--- src/pkg/pdam_pkg.sv ---
// package for the port alert mask unit: offsets, reset values, field layouts
`default_nettype none
package pdam_pkg;
  localparam logic [7:0] ALERT_FLAGS_LOW_OFS = 8'h10;
  localparam logic [7:0] ALERT_FLAGS_HIGH_OFS = 8'h11;
  localparam logic [7:0] ALERT_MASK_LOW_OFS = 8'h12;
  localparam logic [7:0] ALERT_MASK_HIGH_OFS = 8'h13;
  localparam logic [7:0] POWER_STATUS_MASK_OFS = 8'h14;
  localparam logic [7:0] FAULT_STATUS_MASK_OFS = 8'h15;

  localparam logic [7:0] ALERT_FLAGS_RST = 8'h00;
  localparam logic [7:0] ALERT_MASK_RST = 8'hff;
  localparam logic [7:0] POWER_MASK_RST = 8'hff;
  localparam logic [7:0] FAULT_MASK_RST = 8'h33;

  // writable bits of the mixed registers
  localparam logic [7:0] FLAGS_HIGH_IMPL = 8'h8f;
  localparam logic [7:0] MASK_HIGH_IMPL = 8'h8f;
  localparam logic [7:0] FAULT_MASK_IMPL = 8'hb3;

  // low flag bit positions
  localparam int BIT_VBUS_HI = 7;
  localparam int BIT_TX_SUCC = 6;
  localparam int BIT_TX_DISC = 5;
  localparam int BIT_TX_FAIL = 4;
  localparam int BIT_HARD_RST = 3;
  localparam int BIT_RX_STAT = 2;
  localparam int BIT_PORT_PWR = 1;
  localparam int BIT_CC_CHG = 0;
  // high flag bit positions
  localparam int BIT_VENDOR = 7;
  localparam int BIT_SNK_DISC = 3;
  localparam int BIT_RX_OVF = 2;
  localparam int BIT_FAULT = 1;
  localparam int BIT_VBUS_LO = 0;

  // one-cycle event strobes from the rest of the port controller
  typedef struct packed {
    logic vbus_high_alarm;
    logic tx_success;
    logic tx_discarded;
    logic tx_failed;
    logic hard_reset_rx;
    logic rx_status_change;
    logic vbus_low_alarm;
    logic vendor_alert;
    logic sink_disconnect;
    logic rx_overflow;
  } pdam_event_s;

  // register port request
  typedef struct packed {
    logic wr;
    logic [7:0] addr;
    logic [7:0] wdata;
  } pdam_req_s;
endpackage
`default_nettype wire

--- src/hdl/pdam_alert_unit.sv ---
// alert aggregation: event flags, masks, summary bits and alert output
//
// Function
// - vbus high alarm sets low flag bit 7, held until host clears.
// - transmit success sets bit 6; transmit buffer is then empty.
// - transmit discarded by incoming receive sets bit 5; buffer empty.
// - no GoodCRC reply sets transmit-failed bit 4; buffer empty.
// - received hard reset sets low flag bit 3.
// - receive status change sets bit 2; zero byte count does not.
// - port power bit 1 set when power status AND mask nonzero.
// - cc status change sets low flag bit 0.
// - flags reset to zero; write one clears, write zero keeps.
// - vendor alert sets high flag bit 7.
// - vbus falling through sink disconnect threshold sets high bit 3.
// - overflow sets high bit 2; condition clears only via receive-status clear.
// - fault bit 1 set when fault status AND mask nonzero.
// - vbus low alarm sets high flag bit 0.
// - mask bit zero masks, one unmasks; positions match flags.
// - alert masks and power mask load all implemented bits to one on any reset (high mask 0x8f).
// - fault mask loads 0x33 on any reset.
// - power mask bits gate the eight power status conditions.
// - fault mask bits 7,5,4,1,0 writable; 6,3,2 read zero.
// - high mask writable at bits 7,3,2,1,0.
`default_nettype none
module pdam_alert_unit
  import pdam_pkg::*;
(
  input wire logic CLK,
  input wire logic RESET_N,
  input wire pdam_req_s REG_REQ,
  output logic [7:0] REG_RDATA,
  input wire pdam_event_s EVENTS,
  input wire logic RX_BYTE_COUNT_ZERO,
  input wire logic SOFTWARE_RESET,
  input wire logic [7:0] POWER_STATUS,
  input wire logic [7:0] FAULT_STATUS,
  input wire logic [7:0] CC_STATUS,
  output logic TX_BUFFER_FLUSH,
  output logic RX_OVERFLOW_ACTIVE,
  output logic ALERT_N
);
  logic [7:0] flags_low_r;
  logic [7:0] flags_high_r;
  logic [7:0] mask_low_r;
  logic [7:0] mask_high_r;
  logic [7:0] power_mask_r;
  logic [7:0] fault_mask_r;
  logic overflow_r;
  logic [7:0] rdata_nxt;
  logic [7:0] set_low;
  logic [7:0] set_high;
  logic [7:0] clr_low;
  logic [7:0] clr_high;
  logic cc_changed;
  logic power_hit;
  logic fault_hit;
  logic soft_reset;
  logic alert_nxt;

  function automatic logic wr_hit(input pdam_req_s req, input logic [7:0] ofs);
    wr_hit = req.wr && (req.addr == ofs);
  endfunction

  pdam_change_det u_cc_det (
    .clk(CLK),
    .reset_n(RESET_N),
    .value(CC_STATUS),
    .changed(cc_changed)
  );

  // masks reload on software reset and on a received hard reset
  assign soft_reset = SOFTWARE_RESET || EVENTS.hard_reset_rx;

  assign power_hit = |(POWER_STATUS & power_mask_r);
  assign fault_hit = |(FAULT_STATUS & fault_mask_r);

  always_comb begin
    set_low = 8'h00;
    set_low[BIT_VBUS_HI] = EVENTS.vbus_high_alarm;
    set_low[BIT_TX_SUCC] = EVENTS.tx_success;
    set_low[BIT_TX_DISC] = EVENTS.tx_discarded;
    set_low[BIT_TX_FAIL] = EVENTS.tx_failed;
    set_low[BIT_HARD_RST] = EVENTS.hard_reset_rx;
    set_low[BIT_RX_STAT] = EVENTS.rx_status_change && !RX_BYTE_COUNT_ZERO;
    set_low[BIT_PORT_PWR] = power_hit;
    set_low[BIT_CC_CHG] = cc_changed;
    set_high = 8'h00;
    set_high[BIT_VENDOR] = EVENTS.vendor_alert;
    set_high[BIT_SNK_DISC] = EVENTS.sink_disconnect;
    set_high[BIT_RX_OVF] = EVENTS.rx_overflow;
    set_high[BIT_FAULT] = fault_hit;
    set_high[BIT_VBUS_LO] = EVENTS.vbus_low_alarm;
  end

  assign clr_low = wr_hit(REG_REQ, ALERT_FLAGS_LOW_OFS) ? REG_REQ.wdata : 8'h00;
  assign clr_high = wr_hit(REG_REQ, ALERT_FLAGS_HIGH_OFS) ? REG_REQ.wdata : 8'h00;

  // set wins over a clear in the same cycle, so no event is lost
  always_ff @(posedge CLK or negedge RESET_N) begin
    if (!RESET_N) begin
      flags_low_r <= ALERT_FLAGS_RST;
      flags_high_r <= ALERT_FLAGS_RST;
    end else begin
      flags_low_r <= (flags_low_r & ~clr_low) | set_low;
      flags_high_r <= ((flags_high_r & ~clr_high) | set_high) & FLAGS_HIGH_IMPL;
    end
  end

  // overflow condition outlives the acknowledge; only a receive-status clear ends it
  always_ff @(posedge CLK or negedge RESET_N) begin
    if (!RESET_N) begin
      overflow_r <= 1'b0;
    end else if (EVENTS.rx_overflow) begin
      overflow_r <= 1'b1;
    end else if (clr_low[BIT_RX_STAT]) begin
      overflow_r <= 1'b0;
    end
  end

  always_ff @(posedge CLK or negedge RESET_N) begin
    if (!RESET_N) begin
      mask_low_r <= ALERT_MASK_RST;
      mask_high_r <= ALERT_MASK_RST & MASK_HIGH_IMPL;
      power_mask_r <= POWER_MASK_RST;
      fault_mask_r <= FAULT_MASK_RST;
    end else if (soft_reset) begin
      mask_low_r <= ALERT_MASK_RST;
      mask_high_r <= ALERT_MASK_RST & MASK_HIGH_IMPL;
      power_mask_r <= POWER_MASK_RST;
      fault_mask_r <= FAULT_MASK_RST;
    end else begin
      if (wr_hit(REG_REQ, ALERT_MASK_LOW_OFS)) begin
        mask_low_r <= REG_REQ.wdata;
      end
      if (wr_hit(REG_REQ, ALERT_MASK_HIGH_OFS)) begin
        mask_high_r <= REG_REQ.wdata & MASK_HIGH_IMPL;
      end
      if (wr_hit(REG_REQ, POWER_STATUS_MASK_OFS)) begin
        power_mask_r <= REG_REQ.wdata;
      end
      if (wr_hit(REG_REQ, FAULT_STATUS_MASK_OFS)) begin
        fault_mask_r <= REG_REQ.wdata & FAULT_MASK_IMPL;
      end
    end
  end

  always_comb begin
    case (REG_REQ.addr)
      ALERT_FLAGS_LOW_OFS: rdata_nxt = flags_low_r;
      ALERT_FLAGS_HIGH_OFS: rdata_nxt = flags_high_r;
      ALERT_MASK_LOW_OFS: rdata_nxt = mask_low_r;
      ALERT_MASK_HIGH_OFS: rdata_nxt = mask_high_r;
      POWER_STATUS_MASK_OFS: rdata_nxt = power_mask_r;
      FAULT_STATUS_MASK_OFS: rdata_nxt = fault_mask_r;
      default: rdata_nxt = 8'h00;
    endcase
  end

  // alert uses registered state so the pin never glitches
  assign alert_nxt = |((flags_low_r & mask_low_r) |
                       (flags_high_r & mask_high_r));

  always_ff @(posedge CLK or negedge RESET_N) begin
    if (!RESET_N) begin
      REG_RDATA <= 8'h00;
      ALERT_N <= 1'b1;
      TX_BUFFER_FLUSH <= 1'b0;
      RX_OVERFLOW_ACTIVE <= 1'b0;
    end else begin
      REG_RDATA <= rdata_nxt;
      ALERT_N <= ~alert_nxt;
      // any transmit outcome empties the transmit buffer
      TX_BUFFER_FLUSH <= EVENTS.tx_success | EVENTS.tx_discarded |
                         EVENTS.tx_failed;
      RX_OVERFLOW_ACTIVE <= overflow_r;
    end
  end
endmodule
`default_nettype wire

--- src/hdl/pdam_change_det.sv ---
// change detector: pulses when a status byte differs from its last value
`default_nettype none
module pdam_change_det
  import pdam_pkg::*;
(
  input wire logic clk,
  input wire logic reset_n,
  input wire logic [7:0] value,
  output logic changed
);
  logic [7:0] last_r;
  logic seen_r;

  always_ff @(posedge clk or negedge reset_n) begin
    if (!reset_n) begin
      last_r <= 8'h00;
      seen_r <= 1'b0;
    end else begin
      last_r <= value;
      seen_r <= 1'b1;
    end
  end

  // first sample after reset is not a change
  assign changed = seen_r && (value != last_r);
endmodule
`default_nettype wire

--- config.mk ---
export PLATFORM = sky130hd
export DESIGN_NAME = pdam_alert_unit
export DESIGN_NICKNAME = d
export VERILOG_FILES = /design/src/pkg/pdam_pkg.sv /design/src/hdl/pdam_alert_unit.sv /design/src/hdl/pdam_change_det.sv
export SDC_FILE = /design/constraint.sdc
export NUM_CORES = 1
export LEC_CHECK = 0
export ABC_AREA = 1
export BUFFER_PORTS_ARGS = -buffer_cell sky130_fd_sc_hd__buf_4
export CAP_MARGIN = 20
export CORE_MARGIN = 10
export CORE_UTILIZATION = 54
export CTS_CLUSTER_SIZE = 8
export DETAILED_ROUTE_END_ITERATION = 10
export HOLD_SLACK_MARGIN = 0.15
export PLACE_DENSITY = 0.9
export REMOVE_ABC_BUFFERS = 1
export SYNTH_ARGS = -nofsm -noshare
export SYNTH_HDL_FRONTEND = slang
export SYNTH_SLANG_ARGS = --single-unit
export TNS_END_PERCENT = 50
--- constraint.sdc ---
create_clock -name CLK -period 1.2 [get_ports CLK]
set_clock_uncertainty 0.05 [all_clocks]
set_input_delay 0.18 -clock CLK [delete_from_list [all_inputs] [get_ports CLK]]
set_output_delay 0.18 -clock CLK [all_outputs]
set_load 0.01 [all_outputs]
==> key figures, run 1 <==
Synth
  – Yosys cell types: 29
  – Synthesized instance count: 376
  – Yosys reg bits: 60
  – Avg Cell Area, Syn: around 8 sq um
  – Post-synthesis cell area: 3020 sq um
  – Register area share after synthesis: 0.508
  – Yosys warnings: 0

STA
  – Final period demand of the worst path: 1190 ps
  – Part of the cycle the worst path needs: 0.989
  – Hold WS: 248 ps
  – Pins Over Slew Limit: 0
  – Setup TNS: 0 ps
  – Final setup fails: 0
  – Count of final hold-check violations: 0
  – Fmax: 842 MHz
  – RSZ-0062 raised after global routing: true

Floorplan
  – Initial Util: 0.552
  – Core area: 5470 sq um
  – Die Wd: 94.8 um
  – Die area: 8990 sq um
  – Die height: 94.8 um
  – Row cnt: 27
  – Ports: 66

Final layout
  – Antenna fix cells: 0
  – Post-route core utilization: 0.786
  – Fraction of layout cells with a size suffix above 1: 0.308
  – Post-route cell area: roughly 4300 sq um
  – Post-layout net count: between 500 and 600
  – Area Overhead vs Synth: 42.4%
  – Most frequent cells in the layout: nand2_1 (115), buf_4 (70), nor2_1 (58)
  – Most common cell after layout, fill and taps aside: nand2_1
  – Fin cells: 575

Place
  – Dpl hpwl: 6130 um
  – Placed Cells: ~520
  – GP Congestion: 0.898
  – Placed Area: 3690 sq um
  – Port Buffer Count: 62

CTS
  – Longest Clk Path Bufs: 2
  – H-tree depth: 3
  – CTS tree: built
  – Root buffer cell: clkbuf_8
  – Number of sinks on the clock net: 60
  – Setup Buffers After CTS: 0
  – Reg clk slew, reported paths: roughly 70 ps
  – Insertion delay to the later sink of the worst-skew pair: around 340 ps
  – CTS Buf Count: 9

Setup path
  – CP max FO: 1
  – Worst setup SP type: register
  – Slowest cell on the critical path: dfstp_2
  – CP max stage delay: ~530 ps
  – Crit-path cells: buf_6
  – Arrival time worst endpoint: 960 ps
  – Worst path bufs/invs: 1
  – Setup crit end kind: primary output
  – Crit path kind: register to primary output
  – Worst EP required: 970 ps
  – Crit path max-delay family: flip-flops

Global route
  – Initial antenna violation count: 0
  – Largest net degree at the start of global routing: 22
  – Total track usage: 0.212
  – First-pass GRT wire length: ~15000 um
  – Overflow after GRT: 0
  – Number of global-route vias before repair: 3093

Drt
  – TritonRoute pass-1 iters: 5
  – Starting DRT DRC Count: 383
  – Met3 wire len: 641 um
  – Routed wl met2: 4730 um
  – WL/cell: 16.0 um
  – Remaining routing DRC violations: 0
  – WL final: 9180 um
  – Via-to-Cell Ratio: 5.26
  – Max layer used: met4
  – Post-DRT Antenna Nets: 0
  – Metal-1 WL: 3450 um
  – Detailed-route via count: 3027

Power
  – PD cells: just over 1000 nW/um^2
  – VDD IR-drop max: between 0.7 and 0.8 mV
  – LEAKAGE: 2.18 nW

Min path
  – Hold crit path type: primary input to asynchronous set/reset pin

Run
  – Maxcap violations: 0

Outcome
  – Status: finished clean
through the flow:
stage / worst slack, ps / total power, mW
floorplan: -76.4 / 2.34
global placement: -159 / 2.61
detailed placement: -173 / 2.63
CTS: 2.15 / 4.36
global route: -14.1 / 4.56
finish: 12.8 / 4.37
report_power, final:
part / switching [mW] / internal (mW) / leakage [nW]
sequential: 0.0314 / 2.09 / 0.644
clock: 0.788 / 0.855 / 0.0961
combinational: 0.294 / 0.308 / 1.44
area by class of cell:
cell class / count / area (sq um)
fill: 345 / 1170
sequential: 60 / 1530
multi-input combinational: 273 / 1320
inverter: 37 / 144
timing repair buffer: 117 / 1030
clock inverter: 4 / 23.8
tap: 72 / 90.1
clock buffer: 12 / 155
worst reg2reg max path, cell delays in order (launching register included):
cell and delay [ps]:
dfstp_2 530, inv_1 40, o21ai_0 240, inv_1 80, nand3_1 90, nor3_1 60
cell families (layout without fill, tap and decap cells):
| group | Yosys count | count (layout) | synth area share |
|---|---|---|---|
| AO/OA/AOI/OAI | 11 | 11 | 0.0203 |
| AND/OR/NAND/NOR | 256 | 256 | 0.393 |
| buffers and inverters | 43 | 170 | 0.0634 |
| XOR/XNOR | 5 | 5 | 0.0145 |
| other | 1 | 1 | 0.00124 |
| flip-flops | 60 | 60 | 0.508 |
synth_stat cells (all sizes together):
cell    instances  area share
a22o            1      0.0029
o21ai           8       0.013
xnor2           5       0.014
or2             9       0.019
nor3            1      0.0017
nand4           5       0.010
buf             6       0.016
clkinv          1      0.0029
nor2           68        0.10
conb            1      0.0012
nand3          48       0.091
nand2         125        0.17
o211ai          1      0.0025
dfrtp          34        0.28
dfstp          26        0.23
inv            36       0.045
a21oi           1      0.0017
registers in the layout, summed over array words and instances, names as in the netlist:
name                count
overflow_r              1
REG_RDATA               8
mask_high_r             5
fault_mask_r            5
RX_OVERFLOW_ACTIVE      1
u_cc_det.last_r         8
u_cc_det.seen_r         1
power_mask_r            8
flags_low_r             8
mask_low_r              8
TX_BUFFER_FLUSH         1
flags_high_r            5
ALERT_N                 1
metal layers:
metal	vias up	track usage
li1	1416	-
met1	1394	0.244
met2	168	0.363
met3	49	0.0389
met4	0	0.123
met5	-	0
worst paths after layout:
| path | startpoint | endpoint | slack [ps] | cells after the start |
|---|---|---|---|---|
| min in group CLK | REG_REQ[16] | fault_mask_r[1] | 270 | 4 |
| max reg2reg | mask_low_r[2] | ALERT_N | 50 | 5 |
| min | RESET_N | flags_high_r[1] | 250 | 2 |
| max | ALERT_N | ALERT_N | 10 | 1 |
| min reg2reg | overflow_r | RX_OVERFLOW_ACTIVE | 340 | 0 |
| max in group asynchronous | RESET_N | fault_mask_r[5] | 350 | 3 |
repair_timing:
item                                    in CTS  in global routing
hold buffers                                41                  2
resized for setup                            1                  7
endpoints found under the setup margin       1                  3
pin swaps                                    0                  7
hold endpoints to repair                    69                  2
No activity file was read; power rests on OpenSTA's default activity.
==> run 2: changes to the inputs <==
--- a/config.mk
+++ b/config.mk
@@ -9,13 +9,14 @@
 export BUFFER_PORTS_ARGS = -buffer_cell sky130_fd_sc_hd__buf_4
 export CAP_MARGIN = 20
 export CORE_MARGIN = 10
-export CORE_UTILIZATION = 54
+export CORE_UTILIZATION = 55
 export CTS_CLUSTER_SIZE = 8
 export DETAILED_ROUTE_END_ITERATION = 10
 export HOLD_SLACK_MARGIN = 0.15
-export PLACE_DENSITY = 0.9
+export PLACE_DENSITY = 0.91
 export REMOVE_ABC_BUFFERS = 1
 export SYNTH_ARGS = -nofsm -noshare
 export SYNTH_HDL_FRONTEND = slang
+export SYNTH_HIERARCHICAL = 1
 export SYNTH_SLANG_ARGS = --single-unit
 export TNS_END_PERCENT = 50
==> run 2 against run 1 <==
  * Via count increased by 8.6%
  * Critical path type unchanged
  * Area after synthesis increased by 3.9%
  * Sequential power increased by 4%
  * Power increased by 9.0%
  * Sequential share of layout area decreased by 1.5 points
  * Critical endpoint unchanged
  * Fmax decreased by 0.29%
  * Largest power group unchanged
==> key figures, run 2 <==
Global route
  – Overflow after GRT: 0
  – Most Used Layer, Global Route: met2
  – Total track usage: 0.224
  – Met2 Resource Use GR: 0.381
  – Met1 Usage GRT: 0.257
  – Number of global-route vias before repair: roughly 3400
  – GR Util met3: 0.0487
  – First-pass GRT wire length: 16000 um
  – Largest net degree at the start of global routing: 35
  – Initial antenna violation count: 0

Setup path
  – Critical path endpoint: ALERT_N
  – CP startpoint: ALERT_N
  – Reg2Reg Setup Slack: 80 ps
  – Worst setup SP type: register
  – Setup crit end kind: primary output
  – Crit-path cells: buf_6
  – Levels on crit path: 1
  – Crit path max-delay family: flip-flops
  – Reg2reg end: flags_low_r[0]
  – CP max FO: 1
  – Reg-to-Reg Start: u_cc_det/last_r[6]
  – Worst EP required: 970 ps
  – CP max stage delay: 530 ps
  – Crit path kind: register to primary output
  – Slowest cell on the critical path: dfstp_2
  – Worst path bufs/invs: 1
  – Worst Reg2Reg Path Length in Cells: 9
  – Arrival time worst endpoint: 960 ps

Synth
  – Async set-reset flop share out of synthesis: 1.00
  – Cell with the most instances after synthesis: nand2_1
  – Commonest cells in the netlist: nand2_1 (162), nand3_1 (62), inv_1 (48), dfrtp_1 (34), nor2_1 (32)
  – Avg Cell Area, Syn: 7.69 sq um
  – Top post-synthesis cells by area: dfrtp_1 (27%), dfstp_2 (22%), nand2_1 (19%)
  – Post-synth EDFFs: 0
  – Post-synthesis cell area: between 3000 and 4000 sq um
  – Synthesized instance count: 408
  – Yosys warnings: 6
  – Yosys reg bits: 60
  – Main synth FF type: dfrtp_1
  – Post-synth top area share: 0.271
  – Register area share after synthesis: 0.489
  – Yosys cell types: 23
  – Yosys top cell by area: dfrtp_1

Final layout
  – Fillers: 332
  – Most frequent cells in the layout: nand2_1 (162), buf_4 (72), nand3_1 (62)
  – Fin cells: just over 600
  – Most common cell after layout, fill and taps aside: nand2_1
  – Fraction of layout cells with a size suffix above 1: 0.273
  – Post-route cell area: between 4000 and 5000 sq um
  – Post-layout net count: 589
  – Antenna fix cells: 0
  – Area Overhead vs Synth: 43.2%
  – Post-route core utilization: 0.815

CTS
  – Number of sinks on the clock net: 60
  – Root buffer cell: clkbuf_8
  – H-tree depth: 3
  – CTS tree: built
  – Longest Clk Path Bufs: 2
  – Insertion delay to the later sink of the worst-skew pair: 350 ps
  – Setup Buffers After CTS: 0
  – CTS Buf Count: 9
  – Reg clk slew, reported paths: 70 ps

Drt
  – WL/cell: approximately 16 um
  – Detailed-route via count: roughly 3300
  – Remaining routing DRC violations: 0
  – Via-to-Cell Ratio: roughly 5.4
  – TritonRoute pass-1 iters: 5
  – WL final: 9590 um
  – Starting DRT DRC Count: roughly 300
  – Post-DRT Antenna Nets: 0

Floorplan
  – Die area: between 9000 and 10000 sq um
  – Ports: 66
  – Initial Util: 0.570
  – Die height: 95.5 um
  – Die Wd: 95.5 um
  – Core area: 5510 sq um
  – Row cnt: 27

STA
  – Fmax: 840 MHz
  – RSZ-0062 raised after global routing: true
  – Hold WS: 156 ps
  – Final period demand of the worst path: 1190 ps
  – Part of the cycle the worst path needs: 0.992
  – Final setup fails: 0
  – Count of final hold-check violations: 0
  – Final WS setup: just over 9 ps
  – Pins Over Slew Limit: 0

Min path
  – Hold crit path type: primary input to register
  – Worst Hold Path Cells: 5

Run
  – Maxcap violations: 0

Place
  – Placed Cells: 558
  – Port Buffer Count: 62
  – Placed Area: slightly below 4000 sq um
  – Dpl hpwl: 6270 um
  – GP Congestion: approximately 0.9
  – Post-placement setup slack: -141 ps

Outcome
  – Status: finished clean

Power
  – PD cells: roughly 1100 nW/um^2
  – VDD IR-drop max: 0.917 mV
  – LEAKAGE: 2.44 nW
==> run 2: layout make-up <==
class	count	area [sq um]	share of cell area
tap	72	90.1	0.0201
multi-input combinational	291	1370	0.305
clock buffer	12	155	0.0346
clock inverter	4	47.5	0.0106
sequential	60	1530	0.342
timing repair buffer	122	1110	0.247
inverter	50	188	0.0418
==> run 2: worst min-delay path by stage <==
| stage | from | end |
|---|---|---|
| after floorplan | RESET_N | REG_RDATA[0] |
| after global placement | RESET_N | flags_high_r[7] |
| after detailed placement | RESET_N | flags_high_r[7] |
| after CTS | POWER_STATUS[7] | flags_low_r[1] |
| after global routing | POWER_STATUS[7] | flags_low_r[1] |
| final | POWER_STATUS[7] | flags_low_r[1] |
==> run 2: per-layer routing <==
metal,routed length [um],share of wire
met5,0,0
met3,892,0.093
met1,3490,0.36
met4,363,0.038
met2,4840,0.50
==> run 2: cells by family after synthesis <==
group | after synthesis | share of synthesized area
buf+inv | 57 | 0.0758
compound gates | 2 | 0.00439
simple gates | 288 | 0.430
other cells | 1 | 0.00120
flops | 60 | 0.489
==> run 2: power by group <==
group / internal (mW) / switching, mW
Sequential: 2.14 / 0.0597
Clock: 1.07 / 0.817
Combinational: 0.333 / 0.341
==> run 2: timing repair <==
| item | CTS | global route |
|---|---|---|
| resized for setup | 1 | 8 |
| hold buffers | 37 | 6 |
| endpoints found under the hold margin | 79 | 6 |
| pin swaps | 0 | 7 |
| endpoints found under the setup margin | 1 | 2 |
==> run 2: through the flow <==
stage | setup TNS, ps | total power, mW
2_1_floorplan | -2650 | 2.46
3_3_place_gp | -2170 | 2.75
3_5_place_dp | -3460 | 2.78
4_1_cts | -0.875 | 4.72
5_1_grt | -22.4 | 4.95
6_report | 0 | 4.76
==> run 3: changes to the inputs <==
--- a/config.mk
+++ b/config.mk
@@ -14,7 +14,6 @@
 export DETAILED_ROUTE_END_ITERATION = 10
 export HOLD_SLACK_MARGIN = 0.15
 export PLACE_DENSITY = 0.91
-export REMOVE_ABC_BUFFERS = 1
 export SYNTH_ARGS = -nofsm -noshare
 export SYNTH_HDL_FRONTEND = slang
 export SYNTH_HIERARCHICAL = 1
==> run 3 against run 2 <==
  * Cell count fell by 0.82%
  * Routed wire length fell by 7.5%
  * Count of clock-buffer cells in the layout grew 1
  * Global-route usage fell by 1.8 points
  * Die area unchanged
==> key figures, run 3 (same netlist as run 2, synthesis figures left out) <==
STA
  – Pins Over Slew Limit: 0
  – Hold WS: approximately 160 ps
  – RSZ-0062 raised after global routing: true
  – Final setup fails: 0
  – Final period demand of the worst path: between 1000 and 1500 ps
  – Fmax: 838 MHz
  – Count of final hold-check violations: 0
  – Part of the cycle the worst path needs: 0.995

Drt
  – Remaining routing DRC violations: 0
  – Detailed-route via count: between 3000 and 4000
  – Post-DRT Antenna Nets: 0
  – Via-to-Cell Ratio: 5.14
  – Starting DRT DRC Count: 343
  – WL/cell: 14.6 um
  – WL final: 8870 um
  – TritonRoute pass-1 iters: 5

Place
  – Dpl hpwl: 6090 um
  – GP Congestion: between 0.9 and 1
  – Port Buffer Count: 62
  – Placed Area: 3830 sq um

Floorplan
  – Core area: 5510 sq um
  – Ports: 66
  – Die area: between 9000 and 10000 sq um
  – Die height: about 96 um
  – Initial Util: 0.570
  – Row cnt: 27
  – Die Wd: 95.5 um

Setup path
  – Levels on crit path: 1
  – Slowest cell on the critical path: dfstp_2
  – Worst Reg2Reg Path Length in Cells: 8
  – Worst setup SP type: register
  – Crit path max-delay family: flip-flops
  – Worst EP required: around 970 ps
  – CP max FO: 1
  – CP max stage delay: 530 ps
  – Worst path bufs/invs: 1
  – Arrival time worst endpoint: 960 ps
  – Crit-path cells: buf_6
  – Crit path kind: register to primary output
  – Setup crit end kind: primary output

Final layout
  – Most frequent cells in the layout: nand2_1 (160), buf_4 (71), nand3_1 (62)
  – Post-layout net count: 584
  – Sequential cell area: 1530 sq um
  – Post-route cell area: approximately 4400 sq um
  – Antenna fix cells: 0
  – Fraction of layout cells with a size suffix above 1: 0.273
  – Area of the multi-input gates: 1370 sq um
  – Post-route core utilization: 0.807
  – Area Overhead vs Synth: 41.6%
  – Most common cell after layout, fill and taps aside: nand2_1
  – Fillers: 348

Global route
  – Overflow after GRT: 0
  – Total track usage: 0.206
  – Largest net degree at the start of global routing: 61
  – First-pass GRT wire length: 15000 um
  – Initial antenna violation count: 0
  – Number of global-route vias before repair: 3225

CTS
  – Number of sinks on the clock net: 60
  – Longest Clk Path Bufs: 2
  – Setup Buffers After CTS: 0
  – Root buffer cell: clkbuf_8
  – CTS Buf Count: 9
  – CTS tree: built
  – Insertion delay to the later sink of the worst-skew pair: roughly 340 ps
  – H-tree depth: 3
  – Reg clk slew, reported paths: ~60 ps

Power
  – PD cells: 1070 nW/um^2
  – LEAKAGE: between 2 and 2.5 nW
  – VDD IR-drop max: between 0.8 and 0.9 mV

Min path
  – Hold crit path type: primary input to register
  – Worst Hold Path Cells: 5

Synth
  – Syn nets: 463

Run
  – Maxcap violations: 0

Outcome
  – Status: finished clean
-- run 3: cell types whose count changed in the layout (fill, tap and decap cells not counted), sizes merged --
cell          delta
clkinvlp         -1
buf              -3
clkbuf           +1
dlymetal6s4s     -2
-- run 3: area by class of cell --
| type | count | area share |
|---|---|---|
| flip-flops and latches | 60 | 0.345 |
| multi-input cells | 291 | 0.309 |
| inverters | 50 | 0.0423 |
| clock inverters | 3 | 0.00986 |
| repair buffers | 117 | 0.235 |
| well taps | 72 | 0.0203 |
| clock buffers | 13 | 0.0380 |
-- run 3: worst paths after layout --
check	from	to	slack (ps)
setup / recovery	ALERT_N	ALERT_N	7
hold / removal	POWER_STATUS[7]	flags_low_r[1]	160
setup reg to reg	u_cc_det/last_r[5]	flags_low_r[0]	130
hold reg to reg	overflow_r	RX_OVERFLOW_ACTIVE	340
max in group asynchronous	RESET_N	ALERT_N	460
min in group asynchronous	RESET_N	flags_low_r[7]	310
-- run 3: timing repair --
item | 4_1_cts | 5_1_grt
pin swaps | 0 | 7
endpoints found under the setup margin | 1 | 2
resized for setup | 1 | 7
hold buffers | 37 | 4
endpoints found under the hold margin | 87 | 4
-- run 3: routing by layer --
layer | global-route usage | routed length [um] | up-vias
li1 | - | - | 1504
met1 | 0.240 | 3520 | 1450
met2 | 0.358 | 4450 | 138
met3 | 0.0597 | 750 | 22
met4 | 0.0639 | 158 | 0
met5 | 0 | 0 | -
-- run 3: report_power, final --
part           leakage [nW]  switching (mW)  internal [mW]
clock network         0.110           0.788           1.13
registers             0.645          0.0571           2.14
logic                  1.64           0.330          0.326
-- run 3: per-stage QoR --
step	TNS, ps	total power [mW]	worst slack (ps)	std cells
after global routing	-41.5	4.96	-21.3	606
after detailed placement	-3390	2.77	-136	553
after global placement	-1760	2.75	-89.2	553
after CTS	0	4.77	2.03	606
after floorplan	0	2.47	79.2	408
final	0	4.77	6.53	606
